<file path="src/core/clhp_pkg.sv">
/*
  Shared constants and types of the character panel host port and font memory.
  Assumes a single 50 MHz clock and a synchronous active-high reset.
*/
// Behaviour
// - link kind from select pins, width from function set bit 4
// - two 8-bit registers: instruction and data staging
// - data read prefetches next RAM byte
// - data write copies byte into addressed RAM
// - instruction register is write only
// - select and direction decode four operations
// - busy blocks instructions until operation ends
// - busy readback only on parallel links
// - display RAM holds 80 character codes
// - two-line mode splits line addresses apart
// - display shift remaps positions, RAM untouched
// - each RAM access steps counter by one
// - address instruction loads address counter
// - 16 or 8 commons, 40 segments
// - pixels shifted into chain, then latched
// - fixed ROM: 256 glyphs of 5x8
// - user font RAM holds 8 glyphs
// - code bits 0-2 pick user glyph
// - low address bits pick row; row 7 ORs cursor
// - pixels in bits 0-4, bit 4 leftmost
// - user glyphs when code high nibble zero and font_bank_select low
// - direction bit picks up or down step
// - 7-bit display, 6-bit font addresses
package clhp_pkg;

  // ---------------------------------------------------------------
  // link and map
  // ---------------------------------------------------------------
  localparam logic [1:0] IFACE_PAR      = 2'b00;
  localparam int         DISP_DEPTH     = 80;
  localparam logic [6:0] DISP_LAST_1L   = 7'h4F;
  localparam logic [6:0] LINE1_LAST     = 7'h27;
  localparam logic [6:0] LINE2_FIRST    = 7'h40;
  localparam logic [6:0] LINE2_LAST     = 7'h67;
  localparam logic [6:0] LINE2_TO_IDX   = 7'h18;
  localparam logic [6:0] LINE_LEN       = 7'd40;
  localparam logic [6:0] FULL_LEN       = 7'd80;
  localparam logic [7:0] SPACE_CODE     = 8'h20;
  localparam logic [2:0] CURSOR_ROW     = 3'h7;
  localparam logic [2:0] LAST_CHAR      = 3'h7;
  localparam logic [2:0] LAST_BIT       = 3'h4;

  // ---------------------------------------------------------------
  // reset values
  // ---------------------------------------------------------------
  localparam logic RST_WIDTH8 = 1'b1;
  localparam logic RST_INC    = 1'b1;
  localparam logic RST_TWO    = 1'b1;

  // ---------------------------------------------------------------
  // timing
  // ---------------------------------------------------------------
  localparam int CLK_MHZ      = 50;
  localparam int EXEC_NS      = 18500;
  localparam int LONG_NS      = 760000;
  localparam int BLINK_US     = 185000;
  localparam int EXEC_CYC     = (EXEC_NS * CLK_MHZ + 999) / 1000;
  localparam int LONG_CYC_DEF = (LONG_NS * CLK_MHZ + 999) / 1000;
  localparam int BLINK_CYC_DEF = BLINK_US * CLK_MHZ;

  typedef enum logic [1:0] {CLHP_IDLE, CLHP_BUSY, CLHP_CLEAR} clhp_op_t;

  typedef struct packed {
    clhp_op_t    op;
    logic [23:0] cnt;
    logic [23:0] blink_cnt;
    logic        blink_ph;
    logic [6:0]  ac;
    logic        font_sel;
    logic        inc;
    logic        shift_en;
    logic        disp_on;
    logic        cur_on;
    logic        blink_on;
    logic        width8;
    logic        two_line;
    logic [6:0]  disp_shift;
    logic [7:0]  instruction_holding;
    logic [7:0]  data_staging;
    logic        nib_second;
    logic [3:0]  nib_buf;
    logic [7:0]  dout;
    logic        fetch;
    logic [6:0]  clr_idx;
    logic [3:0]  com;
    logic [2:0]  chr;
    logic [2:0]  bitn;
    logic [39:0] chain;
    logic [39:0] seg;
    logic [15:0] com_out;
  } clhp_state_t;

endpackage : clhp_pkg

</file>
<file path="src/core/clhp_font_if.sv">
/*
  Carrier between the port logic and the font memory.
  Assumes both ends run on sys_clk.
*/
interface clhp_font_if;
  logic       wr_en;
  logic [5:0] wr_addr;
  logic [4:0] wr_data;
  logic [5:0] rd_addr;
  logic [4:0] rd_data;
  logic [7:0] code;
  logic [2:0] row;
  logic       bank;
  logic [4:0] pixels;

  modport port (output wr_en, wr_addr, wr_data, rd_addr, code, row, bank, input rd_data, pixels);
  modport mem  (input wr_en, wr_addr, wr_data, rd_addr, code, row, bank, output rd_data, pixels);
endinterface : clhp_font_if

</file>
<file path="src/core/clhp_font.sv">
/*
  Font memory: user glyph RAM and fixed glyph ROM with row lookup.
  Assumes writes come one per clock from the port logic.
*/
module clhp_font
  import clhp_pkg::*;
(
  input  wire logic sys_clk,
  clhp_font_if.mem  fif
);

  logic [4:0] user_ram [0:63];
  logic [5:0] glyph_addr;

  // ---------------------------------------------------------------
  // fixed glyphs
  // ---------------------------------------------------------------
  // stand-in pattern; bottom row kept dark so the cursor shows cleanly
  function automatic logic [4:0] rom_row(input logic [7:0] code, input logic [2:0] row);
    rom_row = (row == CURSOR_ROW) ? 5'h00 : (code[4:0] ^ {row, row[1:0]});
  endfunction : rom_row

  always_ff @(posedge sys_clk)
  begin
    if (fif.wr_en)
    begin
      user_ram[fif.wr_addr] <= fif.wr_data;
    end
  end

  assign glyph_addr  = {fif.code[2:0], fif.row};
  assign fif.rd_data = user_ram[fif.rd_addr];
  // code bit 3 is not decoded, so 00H and 08H alias
  assign fif.pixels  = (fif.code[7:4] == 4'h0 && !fif.bank) ? user_ram[glyph_addr]
                                                            : rom_row(fif.code, fif.row);

endmodule : clhp_font

</file>
<file path="src/core/clhp_top.sv">
/*
  Host port, address counter, display RAM and panel scan of the character panel controller.
  Assumes host pins are synchronous to sys_clk and bus_strobe pulses one cycle per transfer.
*/
module clhp_top
  import clhp_pkg::*;
#(
  parameter int LONG_CYC  = LONG_CYC_DEF,
  parameter int BLINK_CYC = BLINK_CYC_DEF
)
(
  input  wire logic        sys_clk,
  input  wire logic        rst,
  input  wire logic        iface_select_hi,
  input  wire logic        iface_select_lo,
  input  wire logic        font_bank_select,
  input  wire logic        register_select,
  input  wire logic        bus_dir_read,
  input  wire logic        bus_strobe,
  input  wire logic [7:0]  bus_data_in,
  output logic      [7:0]  bus_data_out,
  output logic             bus_data_oe,
  output logic      [15:0] com_out,
  output logic      [39:0] seg_out
);

  clhp_state_t s_reg;
  clhp_state_t s_next;
  clhp_font_if fif ();

  logic [7:0] disp_ram [0:DISP_DEPTH-1];
  logic       parallel_sel;
  logic       take;
  logic       byte_done;
  logic [7:0] host_byte;
  logic       dram_we;
  logic [6:0] dram_waddr;
  logic [7:0] dram_wdata;
  logic [6:0] cell_addr;
  logic [6:0] cell_pos;
  logic [7:0] cell_code;
  logic [4:0] cell_pix;
  logic       cur_hit;
  logic [7:0] status_byte;
  logic [6:0] shift_lim;

  // ---------------------------------------------------------------
  // address helpers
  // ---------------------------------------------------------------
  // second line lives at 40H, so its index into the array is folded down
  function automatic logic [6:0] disp_idx(input logic [6:0] a, input logic two);
    disp_idx = (two && a[6]) ? (a - LINE2_TO_IDX) : a;
  endfunction : disp_idx

  function automatic logic [6:0] step_ac(input logic [6:0] a, input logic up, input logic font,
                                         input logic two);
    logic [6:0] r;
    r = up ? a + 7'd1 : a - 7'd1;
    if (font)
    begin
      r = {1'b0, r[5:0]};
    end
    else if (two)
    begin
      if (up && a == LINE1_LAST)
      begin
        r = LINE2_FIRST;
      end
      else if (up && a == LINE2_LAST)
      begin
        r = 7'h00;
      end
      else if (!up && a == LINE2_FIRST)
      begin
        r = LINE1_LAST;
      end
      else if (!up && a == 7'h00)
      begin
        r = LINE2_LAST;
      end
    end
    else if (up && a == DISP_LAST_1L)
    begin
      r = 7'h00;
    end
    else if (!up && a == 7'h00)
    begin
      r = DISP_LAST_1L;
    end
    step_ac = r;
  endfunction : step_ac

  function automatic logic [6:0] move_shift(input logic [6:0] sh, input logic left, input logic [6:0] lim);
    if (left)
    begin
      move_shift = (sh == lim - 7'd1) ? 7'd0 : sh + 7'd1;
    end
    else
    begin
      move_shift = (sh == 7'd0) ? lim - 7'd1 : sh - 7'd1;
    end
  endfunction : move_shift

  // ---------------------------------------------------------------
  // host side decode
  // ---------------------------------------------------------------
  assign parallel_sel = ({iface_select_hi, iface_select_lo} == IFACE_PAR);
  assign take         = bus_strobe && parallel_sel;
  assign byte_done    = s_reg.width8 || s_reg.nib_second;
  assign host_byte    = s_reg.width8 ? bus_data_in : {s_reg.nib_buf, bus_data_in[7:4]};
  assign status_byte  = {s_reg.op != CLHP_IDLE, s_reg.ac};
  assign shift_lim    = s_reg.two_line ? LINE_LEN : FULL_LEN;
  assign bus_data_out = s_reg.dout;
  assign bus_data_oe  = parallel_sel && bus_dir_read;
  assign com_out      = s_reg.com_out;
  assign seg_out      = s_reg.seg;

  // ---------------------------------------------------------------
  // scan lookup
  // ---------------------------------------------------------------
  always_comb
  begin
    cell_pos = 7'({4'h0, s_reg.chr} + s_reg.disp_shift);
    if (cell_pos >= shift_lim)
    begin
      cell_pos = cell_pos - shift_lim;
    end
    cell_addr = (s_reg.two_line && s_reg.com[3]) ? (LINE2_FIRST + cell_pos) : cell_pos;
  end

  assign cell_code   = disp_ram[disp_idx(cell_addr, s_reg.two_line)];
  assign fif.code    = cell_code;
  assign fif.row     = s_reg.com[2:0];
  assign fif.bank    = font_bank_select;
  assign fif.rd_addr = s_reg.ac[5:0];
  assign cur_hit     = s_reg.cur_on && !s_reg.font_sel && cell_addr == s_reg.ac;
  // cursor is OR-ed onto the bottom row; with the cursor on, blink lights the whole cell on one phase
  assign cell_pix    = fif.pixels
                     | ((cur_hit && s_reg.com[2:0] == CURSOR_ROW) ? 5'h1F : 5'h00)
                     | ((cur_hit && s_reg.blink_on && s_reg.blink_ph) ? 5'h1F : 5'h00);

  // ---------------------------------------------------------------
  // next state
  // ---------------------------------------------------------------
  always_comb
  begin
    s_next      = s_reg;
    dram_we     = 1'b0;
    dram_waddr  = disp_idx(s_reg.ac, s_reg.two_line);
    dram_wdata  = host_byte;
    fif.wr_en   = 1'b0;
    fif.wr_addr = s_reg.ac[5:0];
    fif.wr_data = host_byte[4:0];

    if (s_reg.blink_cnt == 24'(BLINK_CYC - 1))
    begin
      s_next.blink_cnt = 24'h000000;
      s_next.blink_ph  = !s_reg.blink_ph;
    end
    else
    begin
      s_next.blink_cnt = s_reg.blink_cnt + 24'h000001;
    end

    if (take)
    begin
      if (!s_reg.width8 && !s_reg.nib_second)
      begin
        s_next.nib_buf = bus_data_in[7:4];
      end
      s_next.nib_second = !s_reg.width8 && !s_reg.nib_second;
      if (bus_dir_read)
      begin
        // status reads are honoured even while busy, so the host can poll
        if (!register_select)
        begin
          s_next.dout = s_reg.width8      ? status_byte
                      : s_reg.nib_second  ? {status_byte[3:0], 4'h0}
                                          : {status_byte[7:4], 4'h0};
        end
        else
        begin
          s_next.dout = s_reg.width8      ? s_reg.data_staging
                      : s_reg.nib_second  ? {s_reg.data_staging[3:0], 4'h0}
                                          : {s_reg.data_staging[7:4], 4'h0};
        end
      end
    end

    unique case (s_reg.op)
      CLHP_IDLE:
      begin
        if (take && byte_done && !bus_dir_read && !register_select)
        begin
          s_next.instruction_holding = host_byte;
          s_next.op  = CLHP_BUSY;
          s_next.cnt = 24'(EXEC_CYC);
          casez (host_byte)
            8'b1???????:
            begin
              s_next.ac       = host_byte[6:0];
              s_next.font_sel = 1'b0;
              s_next.fetch    = 1'b1;
            end
            8'b01??????:
            begin
              s_next.ac       = {1'b0, host_byte[5:0]};
              s_next.font_sel = 1'b1;
              s_next.fetch    = 1'b1;
            end
            8'b001?????:
            begin
              s_next.width8   = host_byte[4];
              s_next.two_line = host_byte[3];
              s_next.disp_shift = 7'd0;
            end
            8'b0001????:
            begin
              if (host_byte[3])
              begin
                s_next.disp_shift = move_shift(s_reg.disp_shift, !host_byte[2], shift_lim);
              end
              else
              begin
                s_next.ac = step_ac(s_reg.ac, host_byte[2], s_reg.font_sel, s_reg.two_line);
              end
            end
            8'b00001???:
            begin
              s_next.disp_on  = host_byte[2];
              s_next.cur_on   = host_byte[1];
              s_next.blink_on = host_byte[0];
            end
            8'b000001??:
            begin
              s_next.inc      = host_byte[1];
              s_next.shift_en = host_byte[0];
            end
            8'b0000001?:
            begin
              s_next.ac         = 7'h00;
              s_next.font_sel   = 1'b0;
              s_next.disp_shift = 7'd0;
              s_next.cnt        = 24'(LONG_CYC);
            end
            8'b00000001:
            begin
              s_next.op         = CLHP_CLEAR;
              s_next.clr_idx    = 7'd0;
              s_next.ac         = 7'h00;
              s_next.inc        = 1'b1;
              s_next.font_sel   = 1'b0;
              s_next.disp_shift = 7'd0;
            end
            default:
            begin
              s_next.cnt = 24'(EXEC_CYC);
            end
          endcase
        end
        else if (take && byte_done && register_select)
        begin
          s_next.op  = CLHP_BUSY;
          s_next.cnt = 24'(EXEC_CYC);
          s_next.ac  = step_ac(s_reg.ac, s_reg.inc, s_reg.font_sel, s_reg.two_line);
          if (bus_dir_read)
          begin
            s_next.fetch = 1'b1;
          end
          else
          begin
            s_next.data_staging = host_byte;
            dram_we   = !s_reg.font_sel && dram_waddr < 7'(DISP_DEPTH);
            fif.wr_en = s_reg.font_sel;
            if (s_reg.shift_en && !s_reg.font_sel)
            begin
              s_next.disp_shift = move_shift(s_reg.disp_shift, s_reg.inc, shift_lim);
            end
          end
        end
      end
      CLHP_BUSY:
      begin
        // instructions and data writes arriving here are dropped
        s_next.cnt = s_reg.cnt - 24'h000001;
        if (s_reg.cnt <= 24'h000001)
        begin
          s_next.op    = CLHP_IDLE;
          s_next.fetch = 1'b0;
          if (s_reg.fetch)
          begin
            s_next.data_staging = s_reg.font_sel ? {3'h0, fif.rd_data}
                                                 : disp_ram[disp_idx(s_reg.ac, s_reg.two_line)];
          end
        end
      end
      CLHP_CLEAR:
      begin
        dram_we    = 1'b1;
        dram_waddr = s_reg.clr_idx;
        dram_wdata = SPACE_CODE;
        s_next.clr_idx = s_reg.clr_idx + 7'd1;
        if (s_reg.clr_idx == 7'(DISP_DEPTH - 1))
        begin
          s_next.op  = CLHP_BUSY;
          s_next.cnt = 24'(LONG_CYC);
        end
      end
    endcase

    // panel scan: one pixel per clock into the chain, latch after 40
    s_next.chain = {s_reg.chain[38:0], cell_pix[3'd4 - s_reg.bitn]};
    if (s_reg.bitn == LAST_BIT)
    begin
      s_next.bitn = 3'd0;
      s_next.chr  = s_reg.chr + 3'd1;
      if (s_reg.chr == LAST_CHAR)
      begin
        s_next.seg     = s_reg.disp_on ? s_next.chain : 40'h0;
        s_next.com_out = 16'h0001 << s_reg.com;
        s_next.com     = (s_reg.com == (s_reg.two_line ? 4'hF : 4'h7)) ? 4'h0 : s_reg.com + 4'h1;
      end
    end
    else
    begin
      s_next.bitn = s_reg.bitn + 3'd1;
    end
  end

  // ---------------------------------------------------------------
  // registers
  // ---------------------------------------------------------------
  always_ff @(posedge sys_clk)
  begin
    if (rst)
    begin
      s_reg          <= '0;
      s_reg.op       <= CLHP_IDLE;
      s_reg.inc      <= RST_INC;
      s_reg.width8   <= RST_WIDTH8;
      s_reg.two_line <= RST_TWO;
    end
    else
    begin
      s_reg <= s_next;
    end
  end

  always_ff @(posedge sys_clk)
  begin
    if (dram_we)
    begin
      disp_ram[dram_waddr] <= dram_wdata;
    end
  end

  clhp_font u_font (
    .sys_clk (sys_clk),
    .fif     (fif.mem)
  );

endmodule : clhp_top

</file>
<file path="config.mk">
export PLATFORM = sky130hd
export DESIGN_NAME = clhp_top
export DESIGN_NICKNAME = d
export VERILOG_FILES = /design/src/core/clhp_pkg.sv /design/src/core/clhp_font_if.sv /design/src/core/clhp_font.sv /design/src/core/clhp_top.sv
export SDC_FILE = /design/constraint.sdc
export NUM_CORES = 2
export LEC_CHECK = 0
export BUFFER_PORTS_ARGS = -buffer_cell sky130_fd_sc_hd__buf_2
export CELL_PAD_IN_SITES_DETAIL_PLACEMENT = 0
export CELL_PAD_IN_SITES_GLOBAL_PLACEMENT = 1
export CORE_MARGIN = 4
export CORE_UTILIZATION = 40
export DETAILED_ROUTE_END_ITERATION = 10
export PLACE_DENSITY = 0.62
export SLEW_MARGIN = 40
export SYNTH_ARGS = -nofsm -noshare
export SYNTH_HDL_FRONTEND = slang
export SYNTH_HIERARCHICAL = 1
export SYNTH_SLANG_ARGS = --single-unit
</file>
<file path="constraint.sdc">
create_clock -name sys_clk -period 7.1 [get_ports sys_clk]
set_input_delay 1.775 -clock sys_clk [delete_from_list [all_inputs] [get_ports sys_clk]]
set_output_delay 1.775 -clock sys_clk [all_outputs]
set_load 0.01 [all_outputs]
</file>
### Word level (Yosys, flattened, before mapping)

Memory sizes are Yosys's and may differ from the RTL's. A register that Yosys moved wholly into a read port is not among the register bits.
Cells that the tools add are included.

| storage, ports and cells | value |
|---|---|
| register bits | 207 |
| RAM bits | 960 |
| input bits | 16 |
| output and inout bits | 65 |
| word-level logic and storage cells | 254 |
| memories kept | 2 |

| cells by class | value |
|---|---|
| add/sub/neg operators | 17 |
| magnitude comparators | 4 |
| equal/unequal tests | 37 |
| shifts and indexed selects | 1 |
| muxes and demuxes | 93 |
| bitwise operators | 3 |
| reduce and logical (&&, ||, !) cells | 71 |

Memories:

| name | words | bits a word | rd ports | clocked after memory_dff | write ports | line | text |
|---|---|---|---|---|---|---|---|
| disp_ram | 80 | 8 | 2 | 0 | 1 | clhp_top.sv:31 | `logic [7:0] disp_ram [0:DISP_DEPTH-1];` |
| u_font.user_ram | 64 | 5 | 2 | 1 | 1 | clhp_font.sv:12 | `logic [4:0] user_ram [0:63];` |

Operators by type and width:

| kind | number |
|---|---|
| 2-to-1 mux 7 bit | 38 |
| 2-to-1 mux 8 bit | 13 |
| 2-to-1 mux 26 bit | 3 |
| case mux 26 bit (3 select lines) | 1 |
| 2-to-1 mux 40 bit | 1 |
| equality test 7 bit (second input constant) | 4 |
| logical AND 1 bit | 28 |
| case mux 7 bit (2 select lines) | 2 |
| case mux 7 bit (4 select lines) | 1 |
| adder 24 x 1 -> 24 bit (second input constant) | 1 |
| equality test 24 bit (second input constant) | 1 |
| <= comparator 24 x 1 -> 1 bit (second input constant) | 1 |
| subtractor 24 x 1 -> 24 bit (second input constant) | 1 |
| adder 7 x 1 -> 7 bit (second input constant) | 3 |
| AND reduction 3 bit | 7 |
| subtractor 7 x 1 -> 7 bit (second input constant) | 3 |
| 2-to-1 mux 5 bit | 4 |
| 2-to-1 mux 1 bit | 17 |
| 2-to-1 mux 16 bit | 1 |
| case mux 8 bit (2 select lines) | 1 |
| << shifter 1 x 4 -> 16 bit (first input constant) | 1 |
| != test 3 bit (second input constant) | 5 |
| equality test 7 bit | 2 |
| zero test 7 bit | 2 |
| other kinds (43) | 85 |

### Longest topological paths before layout

An unclocked memory read counts as a cell.

| logic depth | value |
|---|---|
| depth after elaboration | 16 |
| mapped depth | 35 |
| gate-level depth less buffers | 29 |

### Cells and area by module

The synthesis kept the hierarchy.

By module, submodules not included:

| module | times used | cells each | area each (um^2) |
|---|---|---|---|
| clhp_top | 1 | 2840 | 41360.9 |
| clhp_font | 1 | 858 | 15536.2 |

### Worst setup path before layout

Ideal clock, no wire load.

| timing path | value |
|---|---|
| path kind | flip-flop to flip-flop |
| start point | register s_reg[143] (netlist bit) |
| end point | register s_reg, in the netlist seg_out[0] |
| data arrival time | 7.406 ns |
| required time | 6.984 ns |
| setup slack | -0.422 ns |
| cell stages (with the launch flop) | 35 |
| buffers on the path | 5 |
| cells stage by stage | dfxtp_1 ha_1 inv_1 fa_1 nor2b_1 o2111ai_1 xnor2_1 ha_1 nand4_1 nor3b_1 a221o_2 mux2_4 inv_2 buf_6 buf_2 ha_1 or3_1 mux2i_1 clkbuf_1 a32oi_1 mux2i_1 o22ai_1 a221oi_1 buf_4 buf_1 mux4_2 a22oi_1 nand3_1 a21oi_1 and3b_1 mux4_2 nor2b_1 a31oi_1 a21oi_1 a31o_2 |

RTL lines:

| what | line | text |
|---|---|---|
| start, declared | clhp_top.sv:27 | `clhp_state_t s_reg;` |
| start signal, assigned | clhp_top.sv:345 | `s_reg <= s_next;` |
| adder 3 x 7 -> 7 bit (*) | clhp_top.sv:123 | `cell_pos = 7'({4'h0, s_reg.chr} + s_reg.disp_shift);` |
| subtractor 7 bit / greater-or-equal comparator 7 bit (equally long branches) | clhp_top.sv:126, clhp_top.sv:124 |  |
| 2-to-1 mux 7 bit (*) | clhp_top.sv:124 | `if (cell_pos >= shift_lim)` |
| adder 7 bit | clhp_top.sv:128 | `cell_addr = (s_reg.two_line && s_reg.com[3]) ? (LINE2_FIRST + cell_pos) : cell_pos;` |
| 2-to-1 mux 7 bit (*) | clhp_top.sv:128 |  |
| subtractor 7 x 5 -> 7 bit / logical AND 1 bit (equally long branches) | clhp_top.sv:52 | `disp_idx = (two && a[6]) ? (a - LINE2_TO_IDX) : a;` |
| 2-to-1 mux 7 bit (*) | clhp_top.sv:52 |  |
| memory (80 x 8 bit) (*) | - |  |
| net cell_code[0] | clhp_top.sv:41 | `logic [7:0] cell_code;` |
| memory (64 x 5 bit) (*) | - |  |
| 2-to-1 mux 5 bit (*) | clhp_font.sv:34 | `assign fif.pixels = (fif.code[7:4] == 4'h0 && !fif.bank) ? user_ram[glyph_addr]` |
| net fif.pixels[2] | clhp_font_if.sv:14 | `logic [4:0] pixels;` |
| OR 5 bit (*) | clhp_top.sv:139 | `\| ((cur_hit && s_reg.com[2:0] == CURSOR_ROW) ? 5'h1F : 5'h00)` |
| OR 5 bit (*) | clhp_top.sv:140 | `\| ((cur_hit && s_reg.blink_on && s_reg.blink_ph) ? 5'h1F : 5'h00);` |
| binary-select mux 1 bit (select 3 bit) (*) | clhp_top.sv:312 | `s_next.chain = {s_reg.chain[38:0], cell_pix[3'd4 - s_reg.bitn]};` |
| 2-to-1 mux 1 bit (implied by the code) (*) | clhp_top.sv:312 |  |
| 2-to-1 mux 40 bit (*) | clhp_top.sv:319 | `s_next.seg = s_reg.disp_on ? s_next.chain : 40'h0;` |

The timed path passes the listed nets; every way through them passes the cells marked *. The select of a mux whose other input is x is not followed.
A chain may end at the register's enable or synchronous reset.

### Final worst setup path

| timing path | value |
|---|---|
| start point | register s_reg[99] (netlist bit) |
| end point | register s_reg, in the netlist seg_out[0] |

| on the way | value |
|---|---|
| cells in the longest elaborated chain, start to end | 16 |

RTL lines:

| what | line |
|---|---|
| adder 3 x 7 -> 7 bit (*) | clhp_top.sv:123 |
| subtractor 7 bit / greater-or-equal comparator 7 bit (equally long branches) | clhp_top.sv:126, clhp_top.sv:124 |
| 2-to-1 mux 7 bit (*) | clhp_top.sv:124 |
| adder 7 bit | clhp_top.sv:128 |
| 2-to-1 mux 7 bit (*) | clhp_top.sv:128 |
| subtractor 7 x 5 -> 7 bit / logical AND 1 bit (equally long branches) | clhp_top.sv:52 |
| 2-to-1 mux 7 bit (*) | clhp_top.sv:52 |
| memory (80 x 8 bit) (*) | - |
| net cell_code[1] | clhp_top.sv:41 |
| branches (longest 2 deep; another with memory (64 x 5 bit)) | - |
| 2-to-1 mux 5 bit (*) | clhp_font.sv:34 |
| net fif.pixels[1] | clhp_font_if.sv:14 |
| OR 5 bit (*) | clhp_top.sv:139 |
| OR 5 bit (*) | clhp_top.sv:140 |
| binary-select mux 1 bit (select 3 bit) (*) | clhp_top.sv:312 |
| 2-to-1 mux 1 bit (implied by the code) (*) | clhp_top.sv:312 |
| 2-to-1 mux 40 bit (*) | clhp_top.sv:319 |

Mark *: on every way through the listed nets, which the timed path passes. The select of a mux whose other input is x is not followed.

==> results.txt <==
----------------------------------------------------
[Drt]
  DRC ... 0
  DRT antenna net count ... 0
  Vias after detailed routing ... 34,800
  DR vias/cell ... 6.01
  Starting DRC count in detailed routing ... 3,338
  Total length of routed wires ... about 170,000 um
  Count of TritonRoute iterations in the first routing pass ... 5
  Post-DR wirelength/cell ... 28.6 um

[STA]
  Min Clock Period, post-route ... 6.99 ns
  Worst Hold Slack ... ~0.45 ns
  Period utilisation layout ... 0.985
  Sum of negative setup slack ... 0 ns
  Setup repair after global routing missed its margin ... true
  Remaining max-slew budget at the tightest pin ... 0.417
  Setup-failing EPs final ... 0
  Pin slew with the least headroom to its limit ... around 0.87 ns
  Top achievable clock speed ... ~140 MHz
  Final-report max-slew violation count ... 0
  Count of final hold-check violations ... 0
  Final worst clock skew ... about 0.031 ns

[Global routing]
  Global-route wire length before repair ... 242,000 um
  Overall routing resource usage ... 0.222
  Maximum number of pins on one net before global-route repair ... 86
  Total global routing overflow ... 0
  Number of global-route vias before repair ... 34,300
  Initial antenna violation count ... 1

[Worst setup path]
  Crit path kind ... flop to flop
  Origin of the critical flop-to-flop path ... s_reg[99]
  Kind of start point of the critical path ... flop
  Required time worst endpoint ... 7.76 ns
  Slowest stage cell, crit path ... sky130_fd_sc_hd__fa_4
  Reg2Reg Capture Point ... seg_out[0]
  Delay of the slowest critical-path stage ... 0.45 ns
  Worst path arrival time ... about 7.7 ns
  Worst reg-to-reg setup slack ... 0.11 ns
  Worst path top cell family by delay ... compound AO/OA/AOI/OAI gates
  Maximum net fanout on the critical path ... 12
  Setup crit end kind ... flop
  Bufs and invs on worst path ... 7
  Number of cells on the worst reg-to-reg path ... 33
  Top cell by count, worst path ... sky130_fd_sc_hd__buf_4

[Outcome]
  Status ... finished, final reports clean

[Power]
  Combinational fraction of design power ... 0.076
  Total power ... 15.5 mW
  Max rail drop VDD ... 0.000204 V
  Seq pwr share ... 0.484
  Ratio of total power to cell area ... 239 mW/mm^2
  Portion of total power attributed to the clock network ... 0.439
  Design internal power ... about 12 mW
  Fraction of power spent switching nets ... 0.230
  Power dissipated by switching net loads ... 3.56 mW
  LEAKAGE ... 20.8 nW

[Layout]
  Share of cells above drive strength 1 ... 0.308
  Layout net count ... 3,844
  Count of filler cells inserted in the layout ... 12,300
  Area growth syn-to-layout ... 13.7%
  Cell area after layout ... 0.0647 mm^2
  Number of flip-flops under the largest register name ... 640
  Utilization after layout ... 0.458

[Synth]
  Synthesized instance count ... 3,698
  Cell taking the most area after synthesis ... sky130_fd_sc_hd__edfxtp_1
  Post-Syn Area per Cell ... 15.4 um^2
  Synth cell types ... 75
  Leading post-synthesis cells by cell area ... sky130_fd_sc_hd__edfxtp_1 51%, sky130_fd_sc_hd__mux4_2 21%, sky130_fd_sc_hd__dfxtp_1 7.3%
  Share of the synthesized area in the top cell type ... 0.507
  Synth Warn # ... 6
  Most used flip-flop cell after synthesis ... sky130_fd_sc_hd__edfxtp_1
  Fraction of the yosys area taken by sequential cells ... 0.579
  Area of the mapped netlist ... 0.0569 mm^2
  Post-synth EDFFs ... 960
  Synth Register Bits ... 1,167
  Asr flop ratio synth ... 0
  Number of nets produced by synthesis ... between 3,000 and 4,000

[Min path]
  Cells on Worst Hold Path ... 2
  Hold Crit Endpoint ... com_out[12]
  Worst hold path startpoint ... com_out[12]
  Path class of the lowest-slack min-delay path ... flop to flop

[Flow run]
  Max-cap violations ... 0

[Floorplanning]
  Effective utilization at floorplan ... 0.402
  Core Rows ... about 140
  Core box area ... 0.141 mm^2
  Die area ... roughly 0.15 mm^2
  Horizontal die dimension ... 385 um
  Die span in y ... 385 um
  Number of top-level pins ... 81

[Clock network]
  Post-CTS clock slew at the launch and capture registers of the worst setup and hold paths ... 0.06 ns
  Clock tree from TritonCTS ... done
  Clk root buf ... sky130_fd_sc_hd__clkbuf_16
  Number of buffers on the longest clock path ... 3
  Number of buffers inserted during clock tree synthesis ... 131
  H-Tree Depth ... 4
  # hold bufs at CTS ... 0
  Clock latency on the worst-skew pair ... 0.77 ns
  Clock sink total ... 1,167

[Place]
  HPWL after detailed placement ... 109,000 um
  Number of buffers inserted by port buffering ... 80
  Placed Area ... 0.0600 mm^2
  Last weighted congestion value of the routability-driven placer ... 0.851

----------------------------------------------------
## logic make-up (layout without fill, tap and decap cells)
group,count (synthesis),count (layout),share of synthesized area
compound gates,426,426,0.0475
xor+xnor,70,70,0.0111
fa+ha+maj,35,35,0.00796
buf+inv,364,563,0.0321
flops,1167,1167,0.579
mux,732,732,0.248
other cells,0,1,0
simple gates,904,904,0.0738
## worst register-to-register path, delay by kind of cell (launching register included)
kind,cells,cell delay [ns]
buf+inv,7,0.88
compound gates,12,1.93
simple gates,3,0.65
mux,6,1.72
xor+xnor,1,0.18
flops,1,0.35
fa+ha+maj,4,1.22
## per-stage QoR
stage               std cells  setup WS, ns
finish                   5788         0.110
CTS                      5776        0.0397
global placement         5533        -0.159
floorplan                3698       0.00935
detailed placement       5534        -0.189
global route             5787        -0.147
## metal layers
metal | GRT usage | share of wire | up-vias | wire length [um]
li1 | - | - | 15000 | -
met1 | 0.308 | 0.43 | 18300 | 70800
met2 | 0.367 | 0.49 | 1275 | 81300
met3 | 0.0319 | 0.059 | 194 | 9840
met4 | 0.0586 | 0.023 | 0 | 3760
met5 | 0 | 0 | - | 0
## cell type report
| type | instances | area, um^2 | area share |
|---|---|---|---|
| inverter | 40 | 155 | 0.00240 |
| clock inverter | 65 | 726 | 0.0112 |
| antenna | 1 | 2.50 | 0.0000387 |
| clock buffer | 172 | 3550 | 0.0548 |
| timing repair buffer | 286 | 2290 | 0.0354 |
| sequential | 1167 | 33000 | 0.510 |
| multi-input combinational | 2167 | 22600 | 0.350 |
| tap | 1890 | 2360 | 0.0365 |
## synthesized netlist by cell type (9+ instances only)
library cell and number:
sky130_fd_sc_hd__xor2_1 31, sky130_fd_sc_hd__and3_1 25, sky130_fd_sc_hd__nor3_1 40, sky130_fd_sc_hd__buf_2 47, sky130_fd_sc_hd__nor2_1 306, sky130_fd_sc_hd__dfxtp_1 207, sky130_fd_sc_hd__inv_1 34, sky130_fd_sc_hd__nor3b_1 11
sky130_fd_sc_hd__nand4_1 22, sky130_fd_sc_hd__a221oi_1 13, sky130_fd_sc_hd__mux4_2 536, sky130_fd_sc_hd__o211ai_1 11, sky130_fd_sc_hd__nor2b_1 64, sky130_fd_sc_hd__o21ai_0 76, sky130_fd_sc_hd__o221ai_1 10, sky130_fd_sc_hd__or3_1 15
sky130_fd_sc_hd__a211oi_1 29, sky130_fd_sc_hd__a22oi_1 15, sky130_fd_sc_hd__clkbuf_1 153, sky130_fd_sc_hd__nand3b_1 9, sky130_fd_sc_hd__ha_1 33, sky130_fd_sc_hd__edfxtp_1 960, sky130_fd_sc_hd__nand2b_1 22, sky130_fd_sc_hd__o22ai_1 27
sky130_fd_sc_hd__nand2_1 228, sky130_fd_sc_hd__a31oi_1 9, sky130_fd_sc_hd__xnor2_1 38, sky130_fd_sc_hd__nor4_1 17, sky130_fd_sc_hd__nand3_1 119, sky130_fd_sc_hd__mux2i_1 151, sky130_fd_sc_hd__buf_6 17, sky130_fd_sc_hd__buf_4 73
sky130_fd_sc_hd__mux2_2 42, sky130_fd_sc_hd__a32oi_1 18, sky130_fd_sc_hd__a21oi_1 156, sky130_fd_sc_hd__buf_1 34
## what timing repair did
item                                    in CTS  in global routing
resized for setup                            7                 22
cloned                                       1                  2
buffers inserted                             4                  6
pin swaps                                    5                 18
endpoints found under the setup margin       1                  2
## power by group through the flow
stage / clock network [mW] / logic [mW] / registers, mW
2_1_floorplan: 0 / 0.791 / 7.63
3_3_place_gp: 0 / 1.17 / 7.64
3_5_place_dp: 0 / 1.18 / 7.64
4_1_cts: 6.96 / 1.18 / 7.50
5_1_grt: 7.25 / 1.27 / 7.50
6_report: 6.80 / 1.18 / 7.50
## cells in the final DEF (no fill, tap or decap), types with 12 or more instances in the layout
cell	count
sky130_fd_sc_hd__edfxtp_1	960
sky130_fd_sc_hd__mux4_2	536
sky130_fd_sc_hd__nor2_1	248
sky130_fd_sc_hd__nand2_1	227
sky130_fd_sc_hd__dfxtp_1	196
sky130_fd_sc_hd__buf_4	175
sky130_fd_sc_hd__a21oi_1	154
sky130_fd_sc_hd__mux2i_1	146
sky130_fd_sc_hd__clkbuf_16	139
sky130_fd_sc_hd__nand3_1	111
sky130_fd_sc_hd__buf_2	79
sky130_fd_sc_hd__o21ai_0	73
sky130_fd_sc_hd__nor2b_1	60
sky130_fd_sc_hd__nor2_2	54
sky130_fd_sc_hd__mux2_2	42
sky130_fd_sc_hd__clkbuf_1	35
sky130_fd_sc_hd__xnor2_1	34
sky130_fd_sc_hd__inv_1	32
sky130_fd_sc_hd__nor3_1	31
sky130_fd_sc_hd__xor2_1	30
sky130_fd_sc_hd__ha_1	30
sky130_fd_sc_hd__a211oi_1	27
sky130_fd_sc_hd__and3_1	24
sky130_fd_sc_hd__o22ai_1	24
sky130_fd_sc_hd__nand4_1	22
sky130_fd_sc_hd__clkinv_1	22
sky130_fd_sc_hd__nand2b_1	21
sky130_fd_sc_hd__a32oi_1	18
sky130_fd_sc_hd__nor4_1	17
sky130_fd_sc_hd__a22oi_1	15
sky130_fd_sc_hd__clkinv_2	15
sky130_fd_sc_hd__or3_1	14
sky130_fd_sc_hd__bufinv_16	13
sky130_fd_sc_hd__buf_12	12
## worst max path at each step
stage	start	to	slack [ns]	cells past startpoint
6_report	s_reg[99]	seg_out[0]	0.11	33
5_1_grt	s_reg[99]	seg_out[0]	-0.15	33
4_1_cts	s_reg[100]	seg_out[0]	0.04	32
3_5_place_dp	s_reg[99]	seg_out[0]	-0.19	32
3_3_place_gp	s_reg[100]	seg_out[0]	-0.16	32
2_1_floorplan	s_reg[143]	seg_out[0]	0.009	35
Power figures use the tool's default switching activity.
